<file path="config.mk">
export PLATFORM = sky130hd
export DESIGN_NAME = sdr_regs
export DESIGN_NICKNAME = d
export VERILOG_FILES = /design/src/pkg/sdr_pkg.sv /design/src/verilog/sdr_regs.sv
export VERILOG_INCLUDE_DIRS = /design/src /design/src/pkg
export SDC_FILE = /design/constraint.sdc
export NUM_CORES = 1
export LEC_CHECK = 0
export BUFFER_PORTS_ARGS = -buffer_cell sky130_fd_sc_hd__buf_2
export CAP_MARGIN = 20
export CORE_MARGIN = 3
export CORE_UTILIZATION = 35
export CTS_CLUSTER_DIAMETER = 150
export CTS_CLUSTER_SIZE = 16
export DETAILED_ROUTE_END_ITERATION = 7
export PLACE_DENSITY = 0.61
export SLEW_MARGIN = 5
export SYNTH_ARGS = -nofsm -noshare
export SYNTH_HDL_FRONTEND = slang
export SYNTH_SLANG_ARGS = --single-unit
</file>
<file path="constraint.sdc">
create_clock -name CORE_CLK -period 4.4 [get_ports CORE_CLK]
set_input_delay 0 -clock CORE_CLK [delete_from_list [all_inputs] [get_ports CORE_CLK]]
set_output_delay 0 -clock CORE_CLK [all_outputs]
set_load 0.1 [all_outputs]
</file>
<file path="src/pkg/sdr_consts.svh">
// constants of the sigma-delta converter register block
`ifndef SDR_CONSTS_SVH
`define SDR_CONSTS_SVH

`define SDR_OFF_RES0      8'h00
`define SDR_OFF_RES1      8'h08
`define SDR_OFF_RES2      8'h10
`define SDR_OFF_RES3      8'h18
`define SDR_OFF_CSR       8'h20
`define SDR_OFF_DIV       8'h30

`define SDR_DIV_RESET     12'h005
`define SDR_DIV_MIN       12'h002
`define SDR_RES_RESET     12'h000
`define SDR_RES_LSB       4
`define SDR_CSR_OVR_BIT   13
`define SDR_CSR_IRQ_EN_LSB 8
`define SDR_CSR_MODE_BIT  6
`define SDR_CSR_SEL_LSB   4
`define SDR_OSC_MAX_KHZ   2100
`define SDR_BUF_DEPTH     2

`endif

</file>
<file path="src/pkg/sdr_pkg.sv">
// types of the sigma-delta converter register block
`default_nettype none
package sdr_pkg;
   // one sample from the decimation filter
   typedef struct packed {
      logic [1:0]  chan;
      logic [11:0] value;
   } sdr_sample_t;

   // writable control fields of the control/status register
   typedef struct packed {
      logic [3:0] irq_en;
      logic       single_mode;
      logic [1:0] single_channel_select;
   } sdr_ctrl_t;

   // register index decoded from a bus address
   typedef enum logic [2:0] {
      SDR_REG_RES0, SDR_REG_RES1, SDR_REG_RES2, SDR_REG_RES3,
      SDR_REG_CSR, SDR_REG_DIV, SDR_REG_NONE
   } sdr_reg_t;
endpackage : sdr_pkg
`default_nettype wire

</file>
<file path="src/verilog/sdr_regs.sv">
// register side of the four-channel sigma-delta converter
`timescale 1ns/1ps
`default_nettype none
`include "sdr_consts.svh"

module sdr_regs
   import sdr_pkg::*;
(
   input  wire logic             CORE_CLK,
   input  wire logic             RST,
   input  wire logic             PSEL,
   input  wire logic             PENABLE,
   input  wire logic             PWRITE,
   input  wire logic [7:0]       PADDR,
   input  wire logic [15:0]      PWDATA,
   output var  logic [15:0]      PRDATA,
   output var  logic             PREADY,
   output var  logic             PSLVERR,
   input  wire logic             SMP_VALID,
   input  wire sdr_sample_t      SMP_DATA,
   output var  logic             SMP_READY,
   output var  logic [1:0]       CONV_CHAN,
   output var  logic             OSC_CLK,
   output var  logic [3:0]       CHAN_IRQ
);

   // address decode shared by reads and writes
   function automatic sdr_reg_t decode(input logic [7:0] a);
      case (a)
         `SDR_OFF_RES0: decode = SDR_REG_RES0;
         `SDR_OFF_RES1: decode = SDR_REG_RES1;
         `SDR_OFF_RES2: decode = SDR_REG_RES2;
         `SDR_OFF_RES3: decode = SDR_REG_RES3;
         `SDR_OFF_CSR:  decode = SDR_REG_CSR;
         `SDR_OFF_DIV:  decode = SDR_REG_DIV;
         default:       decode = SDR_REG_NONE;
      endcase
   endfunction : decode

   // unavailable divide values run at the fastest legal ratio
   function automatic logic [11:0] eff_div(input logic [11:0] d);
      eff_div = (d < `SDR_DIV_MIN) ? `SDR_DIV_MIN : d;
   endfunction : eff_div

   sdr_reg_t    reg_sel;
   logic        acc;
   logic        wr;
   logic        setup;
   logic        wr_csr;
   logic        wr_div;
   logic [11:0] div;
   logic [11:0] next_div;
   logic [11:0] div_cnt;
   logic [11:0] next_div_cnt;
   logic        next_osc;
   logic        restart;
   sdr_sample_t buf_mem [0:`SDR_BUF_DEPTH-1];
   sdr_sample_t next_buf_mem [0:`SDR_BUF_DEPTH-1];
   logic        wr_ptr;
   logic        next_wr_ptr;
   logic        rd_ptr;
   logic        next_rd_ptr;
   logic [1:0]  count;
   logic [1:0]  next_count;
   logic        buf_push;
   logic        buf_pop;
   logic        out_valid;
   sdr_sample_t head;
   logic        keep;
   logic [11:0] result [0:3];
   logic [11:0] next_result [0:3];
   logic [3:0]  sample_ready_flags;
   logic [3:0]  next_ready;
   logic [3:0]  unread;
   logic [3:0]  next_unread;
   logic [3:0]  set_mask;
   logic [3:0]  rd_mask;
   logic        ovr;
   logic        next_ovr;
   sdr_ctrl_t   ctrl;
   sdr_ctrl_t   next_ctrl;
   logic [1:0]  rr_chan;
   logic [1:0]  next_rr_chan;
   logic [15:0] next_prdata;

   // bus phases and decode
   assign reg_sel = decode(PADDR);
   assign setup   = PSEL & ~PENABLE;
   assign acc     = PSEL & PENABLE;
   assign wr      = acc & PWRITE;
   assign wr_csr  = wr & (reg_sel == SDR_REG_CSR);
   assign wr_div  = wr & (reg_sel == SDR_REG_DIV);
   assign PREADY  = 1'b1;
   assign PSLVERR = acc & (reg_sel == SDR_REG_NONE);

   // two-entry sample buffer, drain pauses during a bus setup phase
   assign SMP_READY = (count < 2'(`SDR_BUF_DEPTH));
   assign out_valid = (count != 2'd0);
   assign buf_push  = SMP_VALID & SMP_READY;
   assign buf_pop   = out_valid & ~setup;
   assign head      = buf_mem[rd_ptr];
   always_comb begin
      next_buf_mem = buf_mem;
      next_wr_ptr  = wr_ptr;
      next_rd_ptr  = rd_ptr;
      if (buf_push) begin
         next_buf_mem[wr_ptr] = SMP_DATA;
         next_wr_ptr          = ~wr_ptr;
      end
      if (buf_pop) begin
         next_rd_ptr = ~rd_ptr;
      end
      next_count = count + 2'(buf_push) - 2'(buf_pop);
   end

   always_ff @(posedge CORE_CLK) begin
      if (RST) begin
         buf_mem[0] <= '0;
         buf_mem[1] <= '0;
         wr_ptr     <= 1'b0;
         rd_ptr     <= 1'b0;
         count      <= 2'd0;
      end else begin
         buf_mem <= next_buf_mem;
         wr_ptr  <= next_wr_ptr;
         rd_ptr  <= next_rd_ptr;
         count   <= next_count;
      end
   end

   // result store, flags and channel sequencing
   assign keep     = buf_pop & (~ctrl.single_mode | (head.chan == ctrl.single_channel_select));
   assign set_mask = keep ? (4'h1 << head.chan) : 4'h0;
   always_comb begin
      next_result = result;
      rd_mask     = 4'h0;
      if (keep) begin
         next_result[head.chan] = head.value;
      end
      if (acc & ~PWRITE & (reg_sel <= SDR_REG_RES3)) begin
         rd_mask = 4'h1 << reg_sel[1:0];
      end
      // set wins over software clear
      next_ready   = (sample_ready_flags & ~(wr_csr ? ~PWDATA[3:0] : 4'h0)) | set_mask;
      next_unread  = (unread & ~rd_mask) | set_mask;
      next_ovr     = (ovr & ~(wr_csr & ~PWDATA[`SDR_CSR_OVR_BIT])) | ((set_mask & unread) != 4'h0);
      next_ctrl    = ctrl;
      if (wr_csr) begin
         next_ctrl.irq_en                = PWDATA[`SDR_CSR_IRQ_EN_LSB+:4];
         next_ctrl.single_mode           = PWDATA[`SDR_CSR_MODE_BIT];
         next_ctrl.single_channel_select = PWDATA[`SDR_CSR_SEL_LSB+:2];
      end
      next_rr_chan = rr_chan;
      if (buf_pop) begin
         next_rr_chan = head.chan + 2'd1;
      end
   end

   always_ff @(posedge CORE_CLK) begin
      if (RST) begin
         for (int i = 0; i < 4; i++) begin
            result[i] <= `SDR_RES_RESET;
         end
         sample_ready_flags <= 4'h0;
         unread             <= 4'h0;
         ovr                <= 1'b0;
         ctrl               <= '0;
         rr_chan            <= 2'd0;
      end else begin
         result             <= next_result;
         sample_ready_flags <= next_ready;
         unread             <= next_unread;
         ovr                <= next_ovr;
         ctrl               <= next_ctrl;
         rr_chan            <= next_rr_chan;
      end
   end

   // channel requested from the modulator and per-channel requests
   assign CONV_CHAN = ctrl.single_mode ? ctrl.single_channel_select : rr_chan;
   assign CHAN_IRQ  = ctrl.irq_en & sample_ready_flags;

   // read data captured in the setup phase
   always_comb begin
      case (reg_sel)
         SDR_REG_RES0: next_prdata = {result[0], 4'h0};
         SDR_REG_RES1: next_prdata = {result[1], 4'h0};
         SDR_REG_RES2: next_prdata = {result[2], 4'h0};
         SDR_REG_RES3: next_prdata = {result[3], 4'h0};
         SDR_REG_CSR:  next_prdata = {2'b00, ovr, 1'b0, ctrl.irq_en, 1'b0, ctrl.single_mode,
                                      ctrl.single_channel_select, sample_ready_flags};
         SDR_REG_DIV:  next_prdata = 16'h0000;
         default:      next_prdata = 16'h0000;
      endcase
      if (!setup || PWRITE) begin
         next_prdata = PRDATA;
      end
   end

   always_ff @(posedge CORE_CLK) begin
      if (RST) begin
         PRDATA <= 16'h0000;
      end else begin
         PRDATA <= next_prdata;
      end
   end

   // oversampling clock divider, half period of div cycles
   assign restart = wr_div & (PWDATA[11:0] != div);
   always_comb begin
      next_div     = div;
      next_div_cnt = div_cnt + 12'd1;
      next_osc     = OSC_CLK;
      if (wr_div) begin
         next_div = PWDATA[11:0];
      end
      if (restart) begin
         next_div_cnt = 12'd0;
         next_osc     = 1'b0;
      end else if (div_cnt >= eff_div(div) - 12'd1) begin
         next_div_cnt = 12'd0;
         next_osc     = ~OSC_CLK;
      end
   end

   always_ff @(posedge CORE_CLK) begin
      if (RST) begin
         div     <= `SDR_DIV_RESET;
         div_cnt <= 12'd0;
         OSC_CLK <= 1'b0;
      end else begin
         div     <= next_div;
         div_cnt <= next_div_cnt;
         OSC_CLK <= next_osc;
      end
   end
endmodule : sdr_regs
`default_nettype wire

</file>
==> metrics.md, run 1 <==
| Metric | Value |
|---|---|
| Htree depth | `4` |
| Post-Layout Cell Count | `1024` |
| Post-route ant nets | `0` |
| Startpoint types | `flop` |
| Ys Warns | `0` |
| Slew Viols, Final | `0` |
| Clk root buf | `clkbuf_16` |
| Core box area | `18300 µm²` |
| Die width | `144 µm` |
| Data required, critical path | `4.68 ns` |
| Met3 global-route usage | `3.04%` |
| Psw | `1.00 mW` |
| EDFF count, synth | `0` |
| Worst rel slew slack | `33.6%` |
| MaxCap Viol Count | `0` |
| Crit-path max FO | `12` |
| Critical path class | `flop to flop` |
| Simple-Gate Fraction of Synth Area | `20.1%` |
| Power per Cell Area | `436 nW/µm²` |
| Sequential Power Share | `40.6%` |
| TNS Setup | `0 ns` |
| Via count | `5123` |
| DRC viols | `0` |
| Die Y | `144 µm` |
| Synthesized area per cell | `9.36 µm²` |
| Cell area after layout | `7950 µm²` |
| Post-CTS Setup Inserts | `0` |
| TritonCTS clock tree | `yes` |
| HPWL Detailed | `10.6 mm` |
| Post-DR wirelength/cell | `15.2 µm` |
| Post-synthesis async set-or-reset flop share | `0%` |
| Mux share of post-synthesis cell area | `14.3%` |
| Port Buffer Count | `65` |
| Site Rows | `49` |
| Gr busiest metal | `met2` |
| Die area | `20800 µm²` |
| # setup viols final | `0` |
| Final WS setup | `0.504 ns` |
| Post-Synth XOR/XNOR Area | `4.60%` |
| Worst-margin pin slew | `0.993 ns` |
| Run status | `completed` |
| Number of global-route vias before repair | `5009` |
| Net count after synthesis | `777` |
| GR Layer Usage met2 | `23.4%` |
| Sw Share | `29.0%` |
| First-pass DRT Iterations | `8` |
| Finished Core Util | `43.4%` |
| Initial antenna violation count | `0` |
| # IOs | `70` |
| Worst-Skew Late Latency | `0.42 ns` |
| Fmax | `257 MHz` |
| IR drop worst, VDD | `0.000279 V` |
| Gpl congestion | `0.829` |
| Largest net degree at the start of global routing | `106` |
| Post-synthesis instance area | `6670 µm²` |
| Clk sinks | `139` |
| Main combinational cell family by area after synthesis | `simple AND/OR/NAND/NOR gates` |
| RSZ-0062 raised after global routing | `no` |
| Clock Path Buffers | `2` |
| Critical path arrival | `4.18 ns` |
| Post-synthesis compound-gate area fraction | `11.6%` |
| Distinct cell type count after synthesis | `55` |
| Clock Pin Slew Worst Setup and Hold Paths | `0.06 ns` |
| Logic pwr share | `17.5%` |
| Clock buffer count from CTS | `17` |
| Inst Count DP | `963` |
| Sequential element share of the synthesized area | `41.7%` |
| Layout Skew | `0.00999 ns` |
| Worst hold path class | `input port to flop` |
| Tmin final | `3.90 ns` |
| Tot Pwr | `3.46 mW` |
| Area after DPL | `7060 µm²` |
| Routed WL | `15.6 mm` |
| Final nets | `846` |
| DR iter-0 viols | `361` |
| Adder-cell share of the synthesized area | `3.75%` |
| Tot GR Track Use | `15.6%` |
| Final Hold Viols | `0` |
| Vias per cell | `5.00` |
| Syn Inst Count | `713` |
| Top FF cell, synth | `dfxtp_1` |
| Ant diodes | `0` |
| Leakage power total | `3.26 nW` |
| Clock share of power | `41.9%` |
| First-pass GRT wire length | `25.8 mm` |
| Area Growth Syn to Fin | `19.2%` |
| Pre-CTS setup slack | `0.192 ns` |
| Total global routing overflow | `0` |
| Post-synthesis register bit count | `139` |
| Internal power | `2.46 mW` |
| Final hold slack | `0.0448 ns` |
| Starting density of the core | `36.4%` |
| Final period util | `88.6%` |
| Critical path capture point type | `flop` |
| M1 GR Usage | `22.5%` |
| Fraction of layout cells with a size suffix above 1 | `17.4%` |
## final cells by class
cell class,instances,area [µm²]
clock inverter,14,171
fill,1790,10400
clock buffer,18,429
multi-input combinational,522,3630
tap,229,287
inverter,7,26.3
timing repair buffer,95,626
sequential,139,2780
## synthesized netlist by cell type, types with 2 or more instances
| library cell | number | area, µm² |
|---|---|---|
| nand2_1 | 86 | 323 |
| nand3_4 | 4 | 70.1 |
| nand3_1 | 14 | 70.1 |
| a21oi_1 | 53 | 265 |
| buf_6 | 7 | 78.8 |
| nor2_1 | 34 | 128 |
| buf_2 | 3 | 15.0 |
| a222oi_1 | 4 | 40.0 |
| xor2_1 | 20 | 175 |
| and2_1 | 4 | 25.0 |
| clkbuf_1 | 29 | 109 |
| a211o_1 | 4 | 35.0 |
| nor3_1 | 17 | 85.1 |
| buf_1 | 4 | 15.0 |
| mux2i_1 | 75 | 751 |
| xnor2_1 | 15 | 131 |
| o22ai_1 | 4 | 25.0 |
| or2_2 | 16 | 100 |
| dfxtp_1 | 139 | 2780 |
| nor2b_1 | 6 | 37.5 |
| nor4_1 | 3 | 18.8 |
| inv_1 | 7 | 26.3 |
| and3_1 | 6 | 37.5 |
| a21o_1 | 2 | 15.0 |
| o21a_1 | 3 | 22.5 |
| nand2b_1 | 53 | 332 |
| mux4_2 | 4 | 90.1 |
| or4_1 | 2 | 15.0 |
| ha_1 | 20 | 250 |
| a22oi_1 | 18 | 135 |
| nand4_1 | 4 | 25.0 |
| buf_4 | 2 | 15.0 |
| a31oi_1 | 2 | 12.5 |
| o21ai_1 | 3 | 15.0 |
| mux2_2 | 10 | 113 |
| o21ai_0 | 14 | 70.1 |
| a22o_1 | 4 | 35.0 |
## cell usage in the layout, fill, tap and decap left out, types with 3 or more instances in the layout
cell and n:
nand4_1 4, a222oi_1 4, xnor2_1 15, a22oi_1 18, nand3_4 4, nand2_1 86, xor2_1 20, mux4_2 4
inv_1 7, nor2_1 34, nand3_1 14, clkbuf_16 17, a22o_1 4, bufinv_16 3, o21ai_1 3, mux2i_1 75
o22ai_1 4, o21ai_0 14, a211o_1 4, clkinvlp_4 3, nor4_1 3, clkinv_4 3, buf_2 64, ha_1 20
nand2b_1 53, mux2_2 10, clkinv_2 3, dlygate4sd3_1 29, nor3_1 17, dfxtp_1 139, or2_2 16, nor2b_1 6
o21a_1 3, and3_1 6, a21oi_1 52, and2_1 4
## worst paths after layout
path	start	to	slack (ns)	cells past startpoint
max	div[5]	div_cnt[2]	0.50	14
min	PWRITE	PRDATA[7]	0.04	4
max reg2reg	div[5]	div_cnt[2]	0.50	14
min reg2reg	buf_mem[0]	buf_mem[0]	0.45	2
## kinds of logic after synthesis
group           after synthesis
fa+ha+maj                    20
simple gates                257
compound gates              120
mux                          89
flops                       139
other cells                   1
xor+xnor                     35
buf+inv                      52
## sequential cells by signal, summed over array words and instances, names as in the netlist
register            count
OSC_CLK                 1
ovr                     1
buf_mem                28
rr_chan                 2
unread                  4
sample_ready_flags      4
result                 48
count                   2
rd_ptr                  1
ctrl                    7
div                    12
PRDATA                 16
div_cnt                12
wr_ptr                  1
## worst max-delay path, cell delays in order, from the launching register on
cell and delay, ns:
dfxtp_1 0.38, or4_1 0.56, or2_2 0.35, nor3_1 0.27, nand2_1 0.08, o21ai_0 0.25, ha_1 0.26, nand2_1 0.11
nor2_1 0.15, xnor2_1 0.08, ha_1 0.30, nand4_1 0.09, a211o_1 0.29, a21oi_2 0.48, nor3_1 0.13
## per-layer routing
| metal | share of wire (%) | wire length (µm) | vias up |
|---|---|---|---|
| met3 | 4.3 | 671 | 12 |
| met1 | 52 | 8040 | 2373 |
| met4 | 1.1 | 171 | 0 |
| li1 | - | - | 2629 |
| met5 | 0 | 0 | - |
| met2 | 43 | 6690 | 109 |
## repair_timing
action | 4_1_cts | 5_1_grt
endpoints found under the hold margin | 56 | 0
setup endpoints to repair | 0 | 12
hold buffers | 29 | 0
resized for setup | 0 | 1
## power by group through the flow
stage / Clock [mW] / Combinational (mW) / Sequential (mW)
floorplan: 0 / 0.502 / 1.40
global route: 1.54 / 0.665 / 1.42
global placement: 0 / 0.584 / 1.43
finish: 1.45 / 0.606 / 1.41
CTS: 1.49 / 0.612 / 1.41
detailed placement: 0 / 0.590 / 1.43
(Power assumes the default switching activity.)
==> run 2, diff against run 1 <==
--- a/config.mk
+++ b/config.mk
@@ -8,11 +8,13 @@
 export LEC_CHECK = 0
 export BUFFER_PORTS_ARGS = -buffer_cell sky130_fd_sc_hd__buf_2
 export CAP_MARGIN = 20
+export CORE_ASPECT_RATIO = 1.1
 export CORE_MARGIN = 3
 export CORE_UTILIZATION = 35
 export CTS_CLUSTER_DIAMETER = 150
 export CTS_CLUSTER_SIZE = 16
 export DETAILED_ROUTE_END_ITERATION = 7
+export MAX_ROUTING_LAYER = met4
 export PLACE_DENSITY = 0.61
 export SLEW_MARGIN = 5
 export SYNTH_ARGS = -nofsm -noshare
==> constraint.sdc (replaced) <==
create_clock -name CORE_CLK -period 4.4 [get_ports CORE_CLK]
set_input_delay 0 -clock CORE_CLK [delete_from_list [all_inputs] [get_ports CORE_CLK]]
set_output_delay 0 -clock CORE_CLK [all_outputs]
set_load 0.02 [all_outputs]
==> run 2 against run 1 <==
  * Routed wire length is 0.42% lower
  * Fmax fell by 1.1%
  * Largest power group is now registers
  * Hold slack worse by 0.014 ns
==> metrics.md, run 2 (same netlist as run 1, synthesis figures left out) <==
| Metric | Value |
|---|---|
| Run status | `completed` |
| Layout Skew | `0.0111 ns` |
| Internal power | `2.36 mW` |
| Final Hold Viols | `0` |
| Leakage power total | `3.24 nW` |
| Area of the multi-input gates | `3630 µm²` |
| Data required, critical path | `4.68 ns` |
| Biggest register | `result` |
| FF+latch area | `2780 µm²` |
| Worst rel slew slack | `34.5%` |
| Clk sinks | `139` |
| Clock Path Buffers | `2` |
| MaxCap Viol Count | `0` |
| Psw | `0.963 mW` |
| Power per Cell Area | `418 nW/µm²` |
| Vias per cell | `4.90` |
| Commonest non-fill, non-tap cell in the layout | `dfxtp_1` |
| Max reg flops | `48` |
| Clock share of power | `41.4%` |
| Sequential Power Share | `42.3%` |
| # setup viols final | `0` |
| Routed WL | `15.5 mm` |
| Finished Core Util | `42.8%` |
| Clock Pin Slew Worst Setup and Hold Paths | `0.06 ns` |
| Pre-CTS setup slack | `0.191 ns` |
| Worst-Skew Late Latency | `0.42 ns` |
| Die Y | `151 µm` |
| Via count | `5091` |
| IR drop worst, VDD | `0.000338 V` |
| Largest regs | `result: 48 flops, buf_mem: 28 flops, PRDATA: 16 flops` |
| Worst-margin pin slew | `0.983 ns` |
| Fmax | `254 MHz` |
| Site Rows | `52` |
| Final period util | `89.5%` |
| Core box area | `18500 µm²` |
| HPWL Detailed | `10.5 mm` |
| Logic pwr share | `16.2%` |
| Gpl congestion | `0.774` |
| Number of global-route vias before repair | `4875` |
| Tot GR Track Use | `15.9%` |
| RSZ-0062 raised after global routing | `no` |
| Startpoint types | `flop` |
| Final WS setup | `0.462 ns` |
| Slew Viols, Final | `0` |
| Post-route ant nets | `0` |
| Initial antenna violation count | `0` |
| Area after DPL | `7080 µm²` |
| Cell area after layout | `7940 µm²` |
| Htree depth | `4` |
| Post-DR wirelength/cell | `14.9 µm` |
| First-pass DRT Iterations | `4` |
| Clock buffer count from CTS | `17` |
| Largest net degree at the start of global routing | `107` |
| Final nets | `846` |
| Area Growth Syn to Fin | `19.0%` |
| First-pass GRT wire length | `25.2 mm` |
| Most frequent cells in the layout | `dfxtp_1, nand2_1, mux2i_1` |
| Post-Layout Cell Count | `1038` |
| Critical path capture point type | `flop` |
| DR iter-0 viols | `361` |
| Sw Share | `29.0%` |
| Ant diodes | `0` |
| TritonCTS clock tree | `yes` |
| # IOs | `70` |
| Total global routing overflow | `0` |
| Critical path class | `flop to flop` |
| TNS Setup | `0 ns` |
| Die area | `20800 µm²` |
| Tot Pwr | `3.32 mW` |
| Critical path arrival | `4.21 ns` |
| DRC viols | `0` |
| Crit-path max FO | `12` |
| Final hold slack | `0.0308 ns` |
| Tmin final | `3.94 ns` |
| Starting density of the core | `36.0%` |
| Worst hold path class | `input port to flop` |
| Fraction of layout cells with a size suffix above 1 | `17.4%` |
| Clk root buf | `clkbuf_16` |
| Die width | `138 µm` |
| Fillers | `1843` |
| Inst Count DP | `977` |
| Port Buffer Count | `65` |
run 2: final timing paths:
check | startpoint | endpoint | slack [ns] | cells after the start
min reg2reg | buf_mem[27] | buf_mem[27] | 0.45 | 2
min | PWRITE | PRDATA[7] | 0.03 | 4
max reg2reg | div[5] | div_cnt[1] | 0.46 | 14
max | div[5] | div_cnt[1] | 0.46 | 14
run 2: layout make-up:
class | instances | share of cell area [%]
inverters | 7 | 0.331
multi-input cells | 522 | 45.8
clock buffers | 18 | 5.41
clock inverters | 14 | 1.72
well taps | 243 | 3.83
flip-flops and latches | 139 | 35.1
repair buffers | 95 | 7.88
run 2: worst max-delay path: stages (launching register included):
cell and delay [ns]:
dfxtp_1 0.38, or4_1 0.56, or2_2 0.34, nor3_1 0.30, nand2_1 0.08, o21ai_0 0.23
ha_1 0.25, nand2_1 0.11, nor2_1 0.15, xnor2_1 0.08, ha_1 0.30, nand4_1 0.10
a211o_1 0.29, a21oi_2 0.50, nor3b_1 0.13
run 2: power by group through the flow:
stage | clock [mW] | sequential [mW] | combinational [mW]
3_5_place_dp | 0 | 1.43 | 0.523
6_report | 1.38 | 1.40 | 0.539
2_1_floorplan | 0 | 1.40 | 0.442
3_3_place_gp | 0 | 1.43 | 0.520
5_1_grt | 1.46 | 1.42 | 0.599
4_1_cts | 1.40 | 1.41 | 0.546
run 2: timing repair:
action,4_1_cts,5_1_grt
endpoints found under the hold margin,55,0
setup endpoints to repair,0,12
gates resized for setup,0,1
setup buffers,0,0
hold buffers,29,0
run 2: metal layers:
metal | vias up | global-route usage (%) | part of all wire, %
met5 | - | - | 0
met4 | 0 | 4.34 | 1.2
met3 | 13 | 3.99 | 4.0
met2 | 83 | 23.7 | 45
met1 | 2370 | 21.5 | 50
li1 | 2625 | - | -
